==> src/rtl/bms_pkg.sv <==
// Purpose: shared constants and types of the beacon mode sequencer
// Assumes: 125 MHz system clock, 32-bit AXI4-Lite register bus
// Notes: timeouts count in 100 ms ticks
package bms_pkg;
	// clock and tick timing
	localparam int CLK_HZ = 125_000_000;
	localparam int TICK_HZ = 10;
	localparam int TICK_CYCLES = CLK_HZ / TICK_HZ;
	localparam int TMO_DEFAULT_S = 60;
	localparam logic [15:0] TMO_RST = 16'(TMO_DEFAULT_S * TICK_HZ);
	// reboot delay in ticks; plain default
	localparam logic [15:0] REBOOT_RST = 16'h0064;

	// register byte offsets
	localparam int ADDR_W = 8;
	localparam logic [7:0] OFS_CTRL = 8'h00;
	localparam logic [7:0] OFS_CFG_TMO = 8'h04;
	localparam logic [7:0] OFS_ACT_TMO = 8'h08;
	localparam logic [7:0] OFS_REBOOT = 8'h0c;
	localparam logic [7:0] OFS_STATUS = 8'h10;
	localparam logic [7:0] OFS_IRQ_STAT = 8'h14;
	localparam logic [7:0] OFS_IRQ_MASK = 8'h18;

	// control register fields
	localparam int CTRL_W = 8;
	localparam int CTRL_STARTUP_WH = 0;
	localparam int CTRL_SENS_OFF = 1;
	localparam int CTRL_TMO_BEACON = 2;
	localparam int CTRL_ONOFF_FLIP = 3;
	localparam int CTRL_CFG_FLIP = 4;
	localparam int CTRL_ACT_LSB = 5;
	localparam logic [7:0] CTRL_RST = 8'h10;

	// activity event sources
	localparam logic [2:0] ACT_OFF = 3'h0;
	localparam logic [2:0] ACT_MOVE = 3'h1;
	localparam logic [2:0] ACT_TAP = 3'h2;
	localparam logic [2:0] ACT_DTAP = 3'h3;
	localparam logic [2:0] ACT_FALL = 3'h4;
	localparam logic [2:0] ACT_FLIP = 3'h5;

	// status register fields
	localparam int ST_MODE_LSB = 0;
	localparam int ST_LOCK = 3;
	localparam int ST_FAIL = 4;
	localparam int ST_ACTIVE = 5;
	localparam int ST_CONN = 6;
	localparam int ST_ERR_LSB = 8;

	// interrupt bits
	localparam int IRQ_W = 4;
	localparam int IRQ_MODE = 0;
	localparam int IRQ_POSTFAIL = 1;
	localparam int IRQ_LOCK = 2;
	localparam int IRQ_REBOOT = 3;

	localparam logic [1:0] RESP_OKAY = 2'h0;
	localparam logic [1:0] RESP_SLVERR = 2'h2;

	// gray codes in listing order; selftest -> warehouse changes two bits
	typedef enum logic [2:0] {
		BMS_SELFTEST = 3'h0,
		BMS_BEACON = 3'h1,
		BMS_WAREHOUSE = 3'h3,
		BMS_CONFIG = 3'h2,
		BMS_CONNECTED = 3'h6,
		BMS_FAILCFG = 3'h4,
		BMS_REBOOT = 3'h5
	} bms_state_t;
endpackage

==> src/rtl/bms_tick_div.sv <==
// Purpose: one-cycle tick enable every CYCLES clocks
// Assumes: single system clock
// Notes: drives all slow timeouts of the sequencer
`timescale 1ns/1ps
module bms_tick_div import bms_pkg::*; #(
	parameter int CYCLES = TICK_CYCLES
) (
	// clock and reset
	input wire logic i_clock,
	input wire logic i_sys_rst,
	// tick
	output logic o_tick
);
	typedef struct packed {
		logic [31:0] cnt;
		logic tick;
	} bms_div_t;

	bms_div_t r, n;

	if (CYCLES < 2) begin : g_chk
		$error("tick divider needs at least two cycles");
	end

	always_comb begin
		n = r;
		n.tick = 1'b0;
		if (r.cnt == 32'(CYCLES - 1)) begin
			n.cnt = 32'h0;
			n.tick = 1'b1;
		end else begin
			n.cnt = r.cnt + 32'h1;
		end
	end

	always_ff @(posedge i_clock) begin
		if (i_sys_rst) begin
			r <= '0;
		end else begin
			r <= n;
		end
	end

	assign o_tick = r.tick;
endmodule

==> src/rtl/bms_mode_seq.sv <==
// Purpose: operating-mode sequencer of a motion-sensing proximity beacon
// Assumes: event inputs are one-cycle pulses synchronous to i_clock
// Notes: registers reached over AXI4-Lite, one outstanding access per channel
// Operation
// - after every reset a self-test of sensor, both crystals and stored configuration runs before any mode.
// - a passed self-test leads straight into the configured startup mode.
// - a failed self-test switches the sensor off and holds configuration mode until the reboot delay ends, then resets.
// - in that failure mode a client may connect, configuration may be written and the error code is readable.
// - startup mode follows self-test and configuration timeout, and is warehouse or beaconing, beaconing by default.
// - configuration and activity timeouts run from 0.1 to 6553.5 s and default to 60 s.
// - warehouse mode is the lowest-power state and is left on configuration, on/off or lock events.
// - in warehouse mode the sensor samples only when a configuration or on/off source is flip, else it is off; the code keeps o_sens_en high.
// - a configuration bit disables the sensor altogether, which is enabled by default.
// - lock-sensitive transitions stay disabled forever once a lock event has happened; the code records lock events only in warehouse and beaconing mode.
// - the configuration timeout exit can be set to lead to beaconing instead of the startup mode.
// - self-test dependent transitions are blocked while the last self-test has failed.
// - the modes are a fixed set of states, altered only through configuration values.
// - entering configuration mode starts its timer, and expiry without a connection returns to startup mode.
// - a connection holds until the remote side drops it, then startup mode follows unless a reset was asked for.
//
// The implementer's own choices: the AXI4-Lite register port and the address map.
`timescale 1ns/1ps
module bms_mode_seq import bms_pkg::*; #(
	parameter int TICK_CYC = TICK_CYCLES
) (
	// clock and reset
	input wire logic i_clock,
	input wire logic i_sys_rst,
	// self-test results
	input wire logic i_selftest_done,
	input wire logic i_sens_ok,
	input wire logic i_hfxo_ok,
	input wire logic i_lfxo_ok,
	input wire logic i_cfg_valid,
	// motion sensor events
	input wire logic i_flip,
	input wire logic i_move,
	input wire logic i_tap,
	input wire logic i_dtap,
	input wire logic i_freefall,
	input wire logic i_lock,
	// radio link
	input wire logic i_connect,
	input wire logic i_disconnect,
	input wire logic i_reset_req,
	// mode outputs
	output bms_state_t o_mode,
	output logic o_selftest_run,
	output logic o_sens_en,
	output logic o_sens_sample,
	output logic o_active,
	output logic o_dev_reset,
	output logic o_irq,
	// axi4-lite write
	input wire logic [ADDR_W-1:0] i_s_axi_awaddr,
	input wire logic i_s_axi_awvalid,
	output logic o_s_axi_awready,
	input wire logic [31:0] i_s_axi_wdata,
	input wire logic [3:0] i_s_axi_wstrb,
	input wire logic i_s_axi_wvalid,
	output logic o_s_axi_wready,
	output logic [1:0] o_s_axi_bresp,
	output logic o_s_axi_bvalid,
	input wire logic i_s_axi_bready,
	// axi4-lite read
	input wire logic [ADDR_W-1:0] i_s_axi_araddr,
	input wire logic i_s_axi_arvalid,
	output logic o_s_axi_arready,
	output logic [31:0] o_s_axi_rdata,
	output logic [1:0] o_s_axi_rresp,
	output logic o_s_axi_rvalid,
	input wire logic i_s_axi_rready
);
	typedef struct packed {
		bms_state_t state;
		logic [CTRL_W-1:0] ctrl;
		logic [15:0] cfg_tmo;
		logic [15:0] act_tmo;
		logic [15:0] reboot;
		logic [15:0] tmr;
		logic [15:0] act_cnt;
		logic locked;
		logic power_on_self_test_fail;
		logic [3:0] err;
		logic conn;
		logic rst_req;
		logic st_run;
		logic sens_en;
		logic sens_sample;
		logic active;
		logic dev_rst;
		logic [IRQ_W-1:0] irq_stat;
		logic [IRQ_W-1:0] irq_mask;
		logic irq;
		logic aw_hold;
		logic [ADDR_W-1:0] awaddr;
		logic w_hold;
		logic [31:0] wdata;
		logic [3:0] wstrb;
		logic awready;
		logic wready;
		logic bvalid;
		logic [1:0] bresp;
		logic arready;
		logic rvalid;
		logic [31:0] rdata;
		logic [1:0] rresp;
	} bms_reg_t;

	bms_reg_t r, n;
	logic tick;

	if (TICK_CYC < 2) begin : g_chk
		$error("tick period must be at least two cycles");
	end

	bms_tick_div #(
		.CYCLES(TICK_CYC)
	) u_tick (
		.i_clock(i_clock),
		.i_sys_rst(i_sys_rst),
		.o_tick(tick)
	);

	function automatic logic [31:0] merge_strb(input logic [31:0] old, input logic [31:0] wd, input logic [3:0] st);
		logic [31:0] res;
		res = old;
		for (int b = 0; b < 4; b++) begin
			if (st[b]) begin
				res[b*8 +: 8] = wd[b*8 +: 8];
			end
		end
		return res;
	endfunction

	// a programmed zero is raised to one tick, the shortest legal value
	function automatic logic [15:0] clamp_tmo(input logic [31:0] v);
		return (v[15:0] == 16'h0) ? 16'h1 : v[15:0];
	endfunction

	logic power_on_self_test_ok;
	logic flip_ok;
	logic cfg_evt;
	logic onoff_evt;
	logic act_evt;
	logic tmr_exp;
	logic do_wr;
	bms_state_t startup;
	logic [IRQ_W-1:0] irq_ev;
	logic [31:0] wv;

	always_comb begin
		n = r;
		irq_ev = '0;
		wv = 32'h0;
		power_on_self_test_ok = i_sens_ok & i_hfxo_ok & i_lfxo_ok & i_cfg_valid;
		startup = r.ctrl[CTRL_STARTUP_WH] ? BMS_WAREHOUSE : BMS_BEACON;
		flip_ok = i_flip & ~r.ctrl[CTRL_SENS_OFF];
		// flip events are gated by the last self-test result
		cfg_evt = flip_ok & r.ctrl[CTRL_CFG_FLIP] & ~r.power_on_self_test_fail;
		onoff_evt = flip_ok & r.ctrl[CTRL_ONOFF_FLIP] & ~r.power_on_self_test_fail;
		unique case (r.ctrl[CTRL_ACT_LSB +: 3])
			ACT_MOVE: act_evt = i_move;
			ACT_TAP: act_evt = i_tap;
			ACT_DTAP: act_evt = i_dtap;
			ACT_FALL: act_evt = i_freefall;
			ACT_FLIP: act_evt = i_flip;
			default: act_evt = 1'b0;
		endcase
		act_evt = act_evt & ~r.ctrl[CTRL_SENS_OFF];
		tmr_exp = tick & (r.tmr <= 16'h1);
		if (tick && r.tmr != 16'h0) begin
			n.tmr = r.tmr - 16'h1;
		end

		// fixed set of modes; behaviour varies only through ctrl and timeout values
		unique case (r.state)
			BMS_SELFTEST: begin
				if (i_selftest_done) begin
					n.power_on_self_test_fail = ~power_on_self_test_ok;
					n.err = {~i_cfg_valid, ~i_lfxo_ok, ~i_hfxo_ok, ~i_sens_ok};
					n.state = power_on_self_test_ok ? startup : BMS_FAILCFG;
				end
			end
			BMS_WAREHOUSE: begin
				if (i_lock) begin
					n.locked = 1'b1;
					n.state = BMS_BEACON;
				end else if (cfg_evt && !r.locked) begin
					n.state = BMS_CONFIG;
				end else if (onoff_evt && !r.locked) begin
					n.state = BMS_BEACON;
				end
			end
			BMS_BEACON: begin
				if (i_lock) begin
					n.locked = 1'b1;
				end else if (cfg_evt && !r.locked) begin
					n.state = BMS_CONFIG;
				end else if (onoff_evt && !r.locked) begin
					n.state = BMS_WAREHOUSE;
				end
			end
			BMS_CONFIG: begin
				if (i_connect) begin
					n.state = BMS_CONNECTED;
					n.conn = 1'b1;
					n.rst_req = 1'b0;
				end else if (tmr_exp && !r.power_on_self_test_fail) begin
					n.state = r.ctrl[CTRL_TMO_BEACON] ? BMS_BEACON : startup;
				end
			end
			BMS_CONNECTED: begin
				if (i_reset_req) begin
					n.rst_req = 1'b1;
				end
				if (i_disconnect) begin
					n.conn = 1'b0;
					n.state = (r.rst_req | i_reset_req) ? BMS_REBOOT : startup;
				end
			end
			BMS_FAILCFG: begin
				// client may connect and rewrite config while the reboot delay runs
				if (i_connect) begin
					n.conn = 1'b1;
				end else if (i_disconnect) begin
					n.conn = 1'b0;
				end
				if (tmr_exp) begin
					n.state = BMS_REBOOT;
				end
			end
			BMS_REBOOT: begin
				n.conn = 1'b0;
				n.state = BMS_SELFTEST;
			end
			default: n.state = BMS_SELFTEST;
		endcase

		// entry loads of the mode timers
		if (n.state != r.state) begin
			irq_ev[IRQ_MODE] = 1'b1;
			if (n.state == BMS_CONFIG) begin
				n.tmr = r.cfg_tmo;
			end
			if (n.state == BMS_FAILCFG) begin
				n.tmr = r.reboot;
				irq_ev[IRQ_POSTFAIL] = 1'b1;
			end
			if (n.state == BMS_BEACON) begin
				n.act_cnt = r.act_tmo;
			end
			if (n.state == BMS_REBOOT) begin
				irq_ev[IRQ_REBOOT] = 1'b1;
			end
		end else if (r.state == BMS_BEACON) begin
			if (act_evt) begin
				n.act_cnt = r.act_tmo;
			end else if (tick && r.act_cnt != 16'h0) begin
				n.act_cnt = r.act_cnt - 16'h1;
			end
		end
		irq_ev[IRQ_LOCK] = n.locked & ~r.locked;

		// axi write: address and data taken in either order
		if (i_s_axi_awvalid && r.awready) begin
			n.aw_hold = 1'b1;
			n.awaddr = i_s_axi_awaddr;
		end
		if (i_s_axi_wvalid && r.wready) begin
			n.w_hold = 1'b1;
			n.wdata = i_s_axi_wdata;
			n.wstrb = i_s_axi_wstrb;
		end
		if (r.bvalid && i_s_axi_bready) begin
			n.bvalid = 1'b0;
		end
		do_wr = r.aw_hold & r.w_hold & ~r.bvalid;
		n.irq_stat = r.irq_stat;
		if (do_wr) begin
			n.aw_hold = 1'b0;
			n.w_hold = 1'b0;
			n.bvalid = 1'b1;
			n.bresp = RESP_OKAY;
			unique case (r.awaddr)
				OFS_CTRL: begin
					wv = merge_strb({24'h0, r.ctrl}, r.wdata, r.wstrb);
					n.ctrl = wv[CTRL_W-1:0];
				end
				OFS_CFG_TMO: begin
					wv = merge_strb({16'h0, r.cfg_tmo}, r.wdata, r.wstrb);
					n.cfg_tmo = clamp_tmo(wv);
				end
				OFS_ACT_TMO: begin
					wv = merge_strb({16'h0, r.act_tmo}, r.wdata, r.wstrb);
					n.act_tmo = clamp_tmo(wv);
				end
				OFS_REBOOT: begin
					wv = merge_strb({16'h0, r.reboot}, r.wdata, r.wstrb);
					n.reboot = clamp_tmo(wv);
				end
				OFS_STATUS: begin
				end
				OFS_IRQ_STAT: begin
					wv = merge_strb(32'h0, r.wdata, r.wstrb);
					n.irq_stat = r.irq_stat & ~wv[IRQ_W-1:0];
				end
				OFS_IRQ_MASK: begin
					wv = merge_strb({28'h0, r.irq_mask}, r.wdata, r.wstrb);
					n.irq_mask = wv[IRQ_W-1:0];
				end
				default: n.bresp = RESP_SLVERR;
			endcase
		end
		// a new event wins over a clear in the same cycle
		n.irq_stat = n.irq_stat | irq_ev;

		// axi read
		if (r.rvalid && i_s_axi_rready) begin
			n.rvalid = 1'b0;
		end
		if (i_s_axi_arvalid && r.arready) begin
			n.rvalid = 1'b1;
			n.rresp = RESP_OKAY;
			n.rdata = 32'h0;
			unique case (i_s_axi_araddr)
				OFS_CTRL: n.rdata = {24'h0, r.ctrl};
				OFS_CFG_TMO: n.rdata = {16'h0, r.cfg_tmo};
				OFS_ACT_TMO: n.rdata = {16'h0, r.act_tmo};
				OFS_REBOOT: n.rdata = {16'h0, r.reboot};
				OFS_STATUS: begin
					n.rdata[ST_MODE_LSB +: 3] = r.state;
					n.rdata[ST_LOCK] = r.locked;
					n.rdata[ST_FAIL] = r.power_on_self_test_fail;
					n.rdata[ST_ACTIVE] = r.active;
					n.rdata[ST_CONN] = r.conn;
					n.rdata[ST_ERR_LSB +: 4] = r.err;
				end
				OFS_IRQ_STAT: n.rdata = {28'h0, r.irq_stat};
				OFS_IRQ_MASK: n.rdata = {28'h0, r.irq_mask};
				default: n.rresp = RESP_SLVERR;
			endcase
		end
		n.arready = ~n.rvalid;
		n.awready = ~n.aw_hold & ~n.bvalid;
		n.wready = ~n.w_hold & ~n.bvalid;

		// registered outputs derived from the next state
		n.st_run = (n.state == BMS_SELFTEST);
		n.sens_en = ~n.ctrl[CTRL_SENS_OFF] & (n.state != BMS_FAILCFG) & (n.state != BMS_SELFTEST);
		if (n.state == BMS_WAREHOUSE) begin
			n.sens_sample = n.sens_en & (n.ctrl[CTRL_CFG_FLIP] | n.ctrl[CTRL_ONOFF_FLIP]);
		end else begin
			n.sens_sample = n.sens_en;
		end
		n.active = (n.state == BMS_BEACON) & ((n.ctrl[CTRL_ACT_LSB +: 3] == ACT_OFF) | (n.act_cnt != 16'h0));
		n.dev_rst = (n.state == BMS_REBOOT);
		n.irq = |(n.irq_stat & n.irq_mask);
	end

	always_ff @(posedge i_clock) begin
		if (i_sys_rst) begin
			r <= '0;
			r.state <= BMS_SELFTEST;
			r.st_run <= 1'b1;
			r.ctrl <= CTRL_RST;
			r.cfg_tmo <= TMO_RST;
			r.act_tmo <= TMO_RST;
			r.reboot <= REBOOT_RST;
		end else begin
			r <= n;
		end
	end

	assign o_mode = r.state;
	assign o_selftest_run = r.st_run;
	assign o_sens_en = r.sens_en;
	assign o_sens_sample = r.sens_sample;
	assign o_active = r.active;
	assign o_dev_reset = r.dev_rst;
	assign o_irq = r.irq;
	assign o_s_axi_awready = r.awready;
	assign o_s_axi_wready = r.wready;
	assign o_s_axi_bresp = r.bresp;
	assign o_s_axi_bvalid = r.bvalid;
	assign o_s_axi_arready = r.arready;
	assign o_s_axi_rdata = r.rdata;
	assign o_s_axi_rresp = r.rresp;
	assign o_s_axi_rvalid = r.rvalid;
endmodule

==> config.mk <==
export PLATFORM = sky130hd
export DESIGN_NAME = bms_mode_seq
export DESIGN_NICKNAME = d
export VERILOG_FILES = /design/src/rtl/bms_pkg.sv /design/src/rtl/bms_tick_div.sv /design/src/rtl/bms_mode_seq.sv
export SDC_FILE = /design/constraint.sdc
export NUM_CORES = 1
export LEC_CHECK = 0
export BUFFER_PORTS_ARGS = -buffer_cell sky130_fd_sc_hd__buf_2
export CORE_UTILIZATION = 40
export DETAILED_ROUTE_END_ITERATION = 10
export GPL_TIMING_DRIVEN = 0
export PLACE_DENSITY = 0.55
export SYNTH_ARGS = -nofsm -noshare
export SYNTH_HDL_FRONTEND = slang
export SYNTH_SLANG_ARGS = --single-unit
==> constraint.sdc <==
create_clock -name i_clock -period 4.9 [get_ports i_clock]
set_clock_uncertainty 0.15 [all_clocks]
set_input_delay 0.245 -clock i_clock [delete_from_list [all_inputs] [get_ports i_clock]]
set_output_delay 0.245 -clock i_clock [all_outputs]
set_load 0.01 [all_outputs]
==> report_table.html <==
<table>
<tr><th>Metric</th><th>Value</th></tr>
<tr><th colspan="2">Pwr</th></tr>
<tr><td>IR drop worst, VDD</td><td>0.190 mV</td></tr>
<tr><td>Static Leak</td><td>4.52 nW</td></tr>
<tr><td>Power per cell area</td><td>301 nW/um^2</td></tr>
<tr><td>Post-route total power</td><td>3.59 mW</td></tr>
<tr><th colspan="2">CTS</th></tr>
<tr><td>Clock H-tree levels</td><td>4</td></tr>
<tr><td>Clock buffer count from CTS</td><td>17</td></tr>
<tr><td>Insertion delay of the later-clocked pin in the worst-skew pair</td><td>0.44 ns</td></tr>
<tr><td>Clock buffer depth</td><td>2</td></tr>
<tr><td>Clock transition at the registers of the reported paths</td><td>0.08 ns</td></tr>
<tr><td>Cts repair resizes</td><td>0</td></tr>
<tr><td>Root buffer cell</td><td>sky130_fd_sc_hd__clkbuf_16</td></tr>
<tr><td>CTS tree</td><td>yes</td></tr>
<tr><td>Clock sinks</td><td>197</td></tr>
<tr><th colspan="2">Timing</th></tr>
<tr><td># setup viols final</td><td>0</td></tr>
<tr><td>Final worst-path cycle share</td><td>86.1%</td></tr>
<tr><td>Final count of pins violating max slew</td><td>0</td></tr>
<tr><td>Unrepaired setup endpoints after global routing</td><td>false</td></tr>
<tr><td>Number of hold-slack violations in the final timing report</td><td>0</td></tr>
<tr><td>Fmax</td><td>237 MHz</td></tr>
<tr><td>Total Neg Setup Slack</td><td>0 ns</td></tr>
<tr><td>Slew at the pin with the worst max-slew slack</td><td>1.17 ns</td></tr>
<tr><td>Final setup slack of the worst path</td><td>0.684 ns</td></tr>
<tr><td>Min cycle time layout</td><td>4.22 ns</td></tr>
<tr><td>Rel. slew slack</td><td>21.7%</td></tr>
<tr><th colspan="2">Route</th></tr>
<tr><td>Remaining routing DRC violations</td><td>0</td></tr>
<tr><td>Via-per-instance ratio</td><td>5.58</td></tr>
<tr><td>First DRT Iteration DRCs</td><td>779</td></tr>
<tr><td>Routed wirelength normalized by instance count</td><td>18.9 um</td></tr>
<tr><td>Total wirelength of the detailed-routed design</td><td>33500 um</td></tr>
<tr><td>Number of optimization iterations in the first detailed-route pass</td><td>5</td></tr>
<tr><td>Residual antenna-violating net count after detailed routing</td><td>0</td></tr>
<tr><td>Via total after detailed routing</td><td>9894</td></tr>
<tr><th colspan="2">Setup path</th></tr>
<tr><td>R2r endpoint</td><td>r[129]</td></tr>
<tr><td>Req. time, crit path</td><td>5.06 ns</td></tr>
<tr><td>Launch point of the worst reg-to-reg path</td><td>r[107]</td></tr>
<tr><td>Critical Path End Type</td><td>register</td></tr>
<tr><td>CP startpoint kind</td><td>register</td></tr>
<tr><td>Biggest cell delay along the critical path</td><td>0.69 ns</td></tr>
<tr><td>Critical path startpoint</td><td>r[107]</td></tr>
<tr><td>Most prevalent standard cell on the critical path</td><td>sky130_fd_sc_hd__nor2_1</td></tr>
<tr><td>R2R cell count</td><td>11</td></tr>
<tr><td>Cells along the critical path</td><td>nor4b_1 -&gt; a31oi_1 -&gt; a311oi_1 -&gt; a21oi_1 -&gt; a211oi_1 -&gt; buf_6 -&gt; buf_2 -&gt; buf_1 -&gt; nor2_1 -&gt; nor2_1 -&gt; nor2_1</td></tr>
<tr><td>Cell family contributing the most delay on the critical path</td><td>compound AO/OA/AOI/OAI gates</td></tr>
<tr><td>Critical Path AT</td><td>4.38 ns</td></tr>
<tr><td>R2r setup slk</td><td>0.68 ns</td></tr>
<tr><td>Type of the worst setup path</td><td>register to register</td></tr>
<tr><td>Top fanout value on the critical path</td><td>10</td></tr>
<tr><td>Critical path buffer and inverter count</td><td>3</td></tr>
<tr><td>Worst-path cell with the longest stage delay</td><td>sky130_fd_sc_hd__nor4b_1</td></tr>
<tr><th colspan="2">Logic synthesis</th></tr>
<tr><td>Synth cell types</td><td>70</td></tr>
<tr><td>Proportion of synthesized chip area in sequential cells</td><td>39.1%</td></tr>
<tr><td>Number of synthesized flops with an enable pin</td><td>0</td></tr>
<tr><td>Share of flip-flops with an asynchronous set or reset</td><td>0%</td></tr>
<tr><td>Synth Instances</td><td>1284</td></tr>
<tr><td>Dominant register cell in the synthesized netlist</td><td>sky130_fd_sc_hd__dfxtp_1</td></tr>
<tr><td>FF+latch count, synth</td><td>197</td></tr>
<tr><td>Post-synthesis area per instance</td><td>7.86 um^2</td></tr>
<tr><td>Post-synthesis instance area</td><td>10100 um^2</td></tr>
<tr><td>Yosys warnings</td><td>0</td></tr>
<tr><th colspan="2">Layout</th></tr>
<tr><td>Final standard cell count with taps included and fillers excluded</td><td>1773</td></tr>
<tr><td>P&amp;R area growth vs syn</td><td>18.1%</td></tr>
<tr><td>Count of nets after finishing</td><td>1515</td></tr>
<tr><td>Area taken by flip-flops and latches</td><td>3940 um^2</td></tr>
<tr><td>Antenna diode instance count</td><td>0</td></tr>
<tr><td>Multi-input logic area</td><td>5530 um^2</td></tr>
<tr><td>Filler cell count</td><td>2490</td></tr>
<tr><td>Commonest cells after routing, fill and taps aside</td><td>197 x sky130_fd_sc_hd__dfxtp_1, 175 x sky130_fd_sc_hd__nand2_1, 161 x sky130_fd_sc_hd__nor2_1, 107 x sky130_fd_sc_hd__a21oi_1, 85 x sky130_fd_sc_hd__buf_2</td></tr>
<tr><td>Most common cell after layout, fill and taps aside</td><td>sky130_fd_sc_hd__dfxtp_1</td></tr>
<tr><td>Share of layout cells above drive strength 1</td><td>12.1%</td></tr>
<tr><th colspan="2">Placement</th></tr>
<tr><td>Global placer's final weighted congestion</td><td>0.930</td></tr>
<tr><td>PortBufs</td><td>82</td></tr>
<tr><td>Final HPWL DP</td><td>25400 um</td></tr>
<tr><td>Post-placement cell count</td><td>1707</td></tr>
<tr><td>DP Worst Slack</td><td>0.875 ns</td></tr>
<tr><th colspan="2">Global routing</th></tr>
<tr><td>Residual overflow from global routing</td><td>0</td></tr>
<tr><td>Number of global-route vias before repair</td><td>8956</td></tr>
<tr><td>Total global-route track usage</td><td>25.9%</td></tr>
<tr><td>Initial antenna violation count</td><td>0</td></tr>
<tr><td>First-pass GRT wire length</td><td>51700 um</td></tr>
<tr><td>Pin count of the biggest net entering global routing</td><td>20</td></tr>
<tr><th colspan="2">Min path</th></tr>
<tr><td>Min-Delay Startpoint</td><td>i_sys_rst</td></tr>
<tr><td>Worst min-delay path class</td><td>input pin to register</td></tr>
<tr><td>Worst Hold Path Cells</td><td>2</td></tr>
<tr><td>Endpoint, Worst Hold</td><td>o_mode[0]</td></tr>
<tr><th colspan="2">Die</th></tr>
<tr><td>Die Footprint</td><td>25900 um^2</td></tr>
<tr><td>Total number of placement rows</td><td>57</td></tr>
<tr><td>Standard cell core area</td><td>24500 um^2</td></tr>
<tr><td>Top-level port count</td><td>123</td></tr>
<tr><td>Starting density of the core</td><td>41.1%</td></tr>
<tr><td>Die width</td><td>161 um</td></tr>
<tr><td>DIE HEIGHT</td><td>161 um</td></tr>
<tr><th colspan="2">Flow run</th></tr>
<tr><td>Max-cap check violation count</td><td>0</td></tr>
<tr><th colspan="2">Outcome</th></tr>
<tr><td>Outcome</td><td>completed</td></tr>
</table>
==> worst reg2reg max path, stage by stage, from the launching register on <==
cell,delay [ns]
sky130_fd_sc_hd__dfxtp_1,0.38
sky130_fd_sc_hd__nor4b_1,0.69
sky130_fd_sc_hd__a31oi_1,0.17
sky130_fd_sc_hd__a311oi_1,0.51
sky130_fd_sc_hd__a21oi_1,0.18
sky130_fd_sc_hd__a211oi_1,0.57
sky130_fd_sc_hd__buf_6,0.24
sky130_fd_sc_hd__buf_2,0.29
sky130_fd_sc_hd__buf_1,0.58
sky130_fd_sc_hd__nor2_1,0.14
sky130_fd_sc_hd__nor2_1,0.14
sky130_fd_sc_hd__nor2_1,0.04
==> layer usage <==
metal / wire length, um / GRT usage, %
met1: 15000 / 35.8
met2: 14900 / 40.0
met3: 2730 / 5.42
met4: 831 / 8.79
met5: 0 / 0
==> how the worst max path moves through the flow <==
stage / to / depth (start not counted)
2_1_floorplan: o_active / 11
3_3_place_gp: r[129] / 11
3_5_place_dp: r[129] / 11
4_1_cts: r[109] / 10
5_1_grt: r[109] / 10
6_report: r[129] / 11
==> synth_stat cells, types with 7 or more instances <==
master                     count  area, um^2
sky130_fd_sc_hd__dfxtp_1     197        3940
sky130_fd_sc_hd__nand2_1     175         657
sky130_fd_sc_hd__nor2_1      161         604
sky130_fd_sc_hd__a21oi_1     107         536
sky130_fd_sc_hd__nand3_1      75         375
sky130_fd_sc_hd__clkbuf_1     70         263
sky130_fd_sc_hd__buf_4        40         300
sky130_fd_sc_hd__nor3_1       36         180
sky130_fd_sc_hd__mux2i_1      34         340
sky130_fd_sc_hd__xor2_1       29         254
sky130_fd_sc_hd__o21ai_0      25         125
sky130_fd_sc_hd__nand4_1      23         144
sky130_fd_sc_hd__a22oi_1      22         165
sky130_fd_sc_hd__inv_1        20        75.1
sky130_fd_sc_hd__a211oi_1     19         143
sky130_fd_sc_hd__nor4_1       18         113
sky130_fd_sc_hd__or4_1        17         128
sky130_fd_sc_hd__xnor2_1      16         140
sky130_fd_sc_hd__or3_1        13        81.3
sky130_fd_sc_hd__and2_1       12        75.1
sky130_fd_sc_hd__and3_1       12        75.1
sky130_fd_sc_hd__o22a_1       12         105
sky130_fd_sc_hd__mux2_2        9         101
sky130_fd_sc_hd__nor2b_1       9        56.3
sky130_fd_sc_hd__o221ai_1      9        78.8
sky130_fd_sc_hd__o22ai_1       9        56.3
sky130_fd_sc_hd__a221oi_1      7        61.3
sky130_fd_sc_hd__a22o_1        7        61.3
sky130_fd_sc_hd__nor4b_1       7        61.3
==> area by class of cell <==
type / count / share of cell area, %
buffer: 118 / 5.13
clock buffer: 19 / 3.72
clock inverter: 13 / 1.34
inverter: 20 / 0.630
multi-input combinational: 966 / 46.4
sequential: 197 / 33.1
tap: 324 / 3.40
timing repair buffer: 116 / 6.30
==> flip-flops by register name, summed over array words and instances, names as in the netlist, 3 cells and up <==
signal,count
r,132
u_tick.r,32
o_s_axi_rdata,16
o_mode,3
==> per-stage QoR <==
step | utilization (%) | hold slack (ns) | area (um^2)
3_5_place_dp | 44.7 | 0.290 | 11000
5_1_grt | 48.6 | 0.0647 | 11900
3_3_place_gp | 44.7 | 0.295 | 11000
2_1_floorplan | - | 0.191 | 10200
4_1_cts | 48.6 | 0.0370 | 11900
6_report | 48.6 | 0.0409 | 11900
==> power by group <==
group          leakage, nW  switching, mW  internal (mW)
clock network        0.290          0.707          0.746
registers             1.60         0.0488           1.65
logic                 2.64          0.273          0.174
==> cell families (layout without fill, tap and decap cells) <==
kind of cell | after synthesis | count (layout) | synth area share [%]
flops | 197 | 197 | 39.1
simple gates | 582 | 582 | 27.3
xor+xnor | 45 | 45 | 3.90
other cells | 1 | 18 | 0.0372
mux | 43 | 43 | 4.38
compound gates | 272 | 272 | 17.7
buf+inv | 138 | 286 | 6.81
fa+ha+maj | 6 | 6 | 0.744
==> repair_timing <==
item | in CTS | in global routing
endpoints found under the hold margin | 35 | 0
hold buffers | 34 | 0
buffers inserted | 0 | 0
Power figures use the tool's default switching activity.
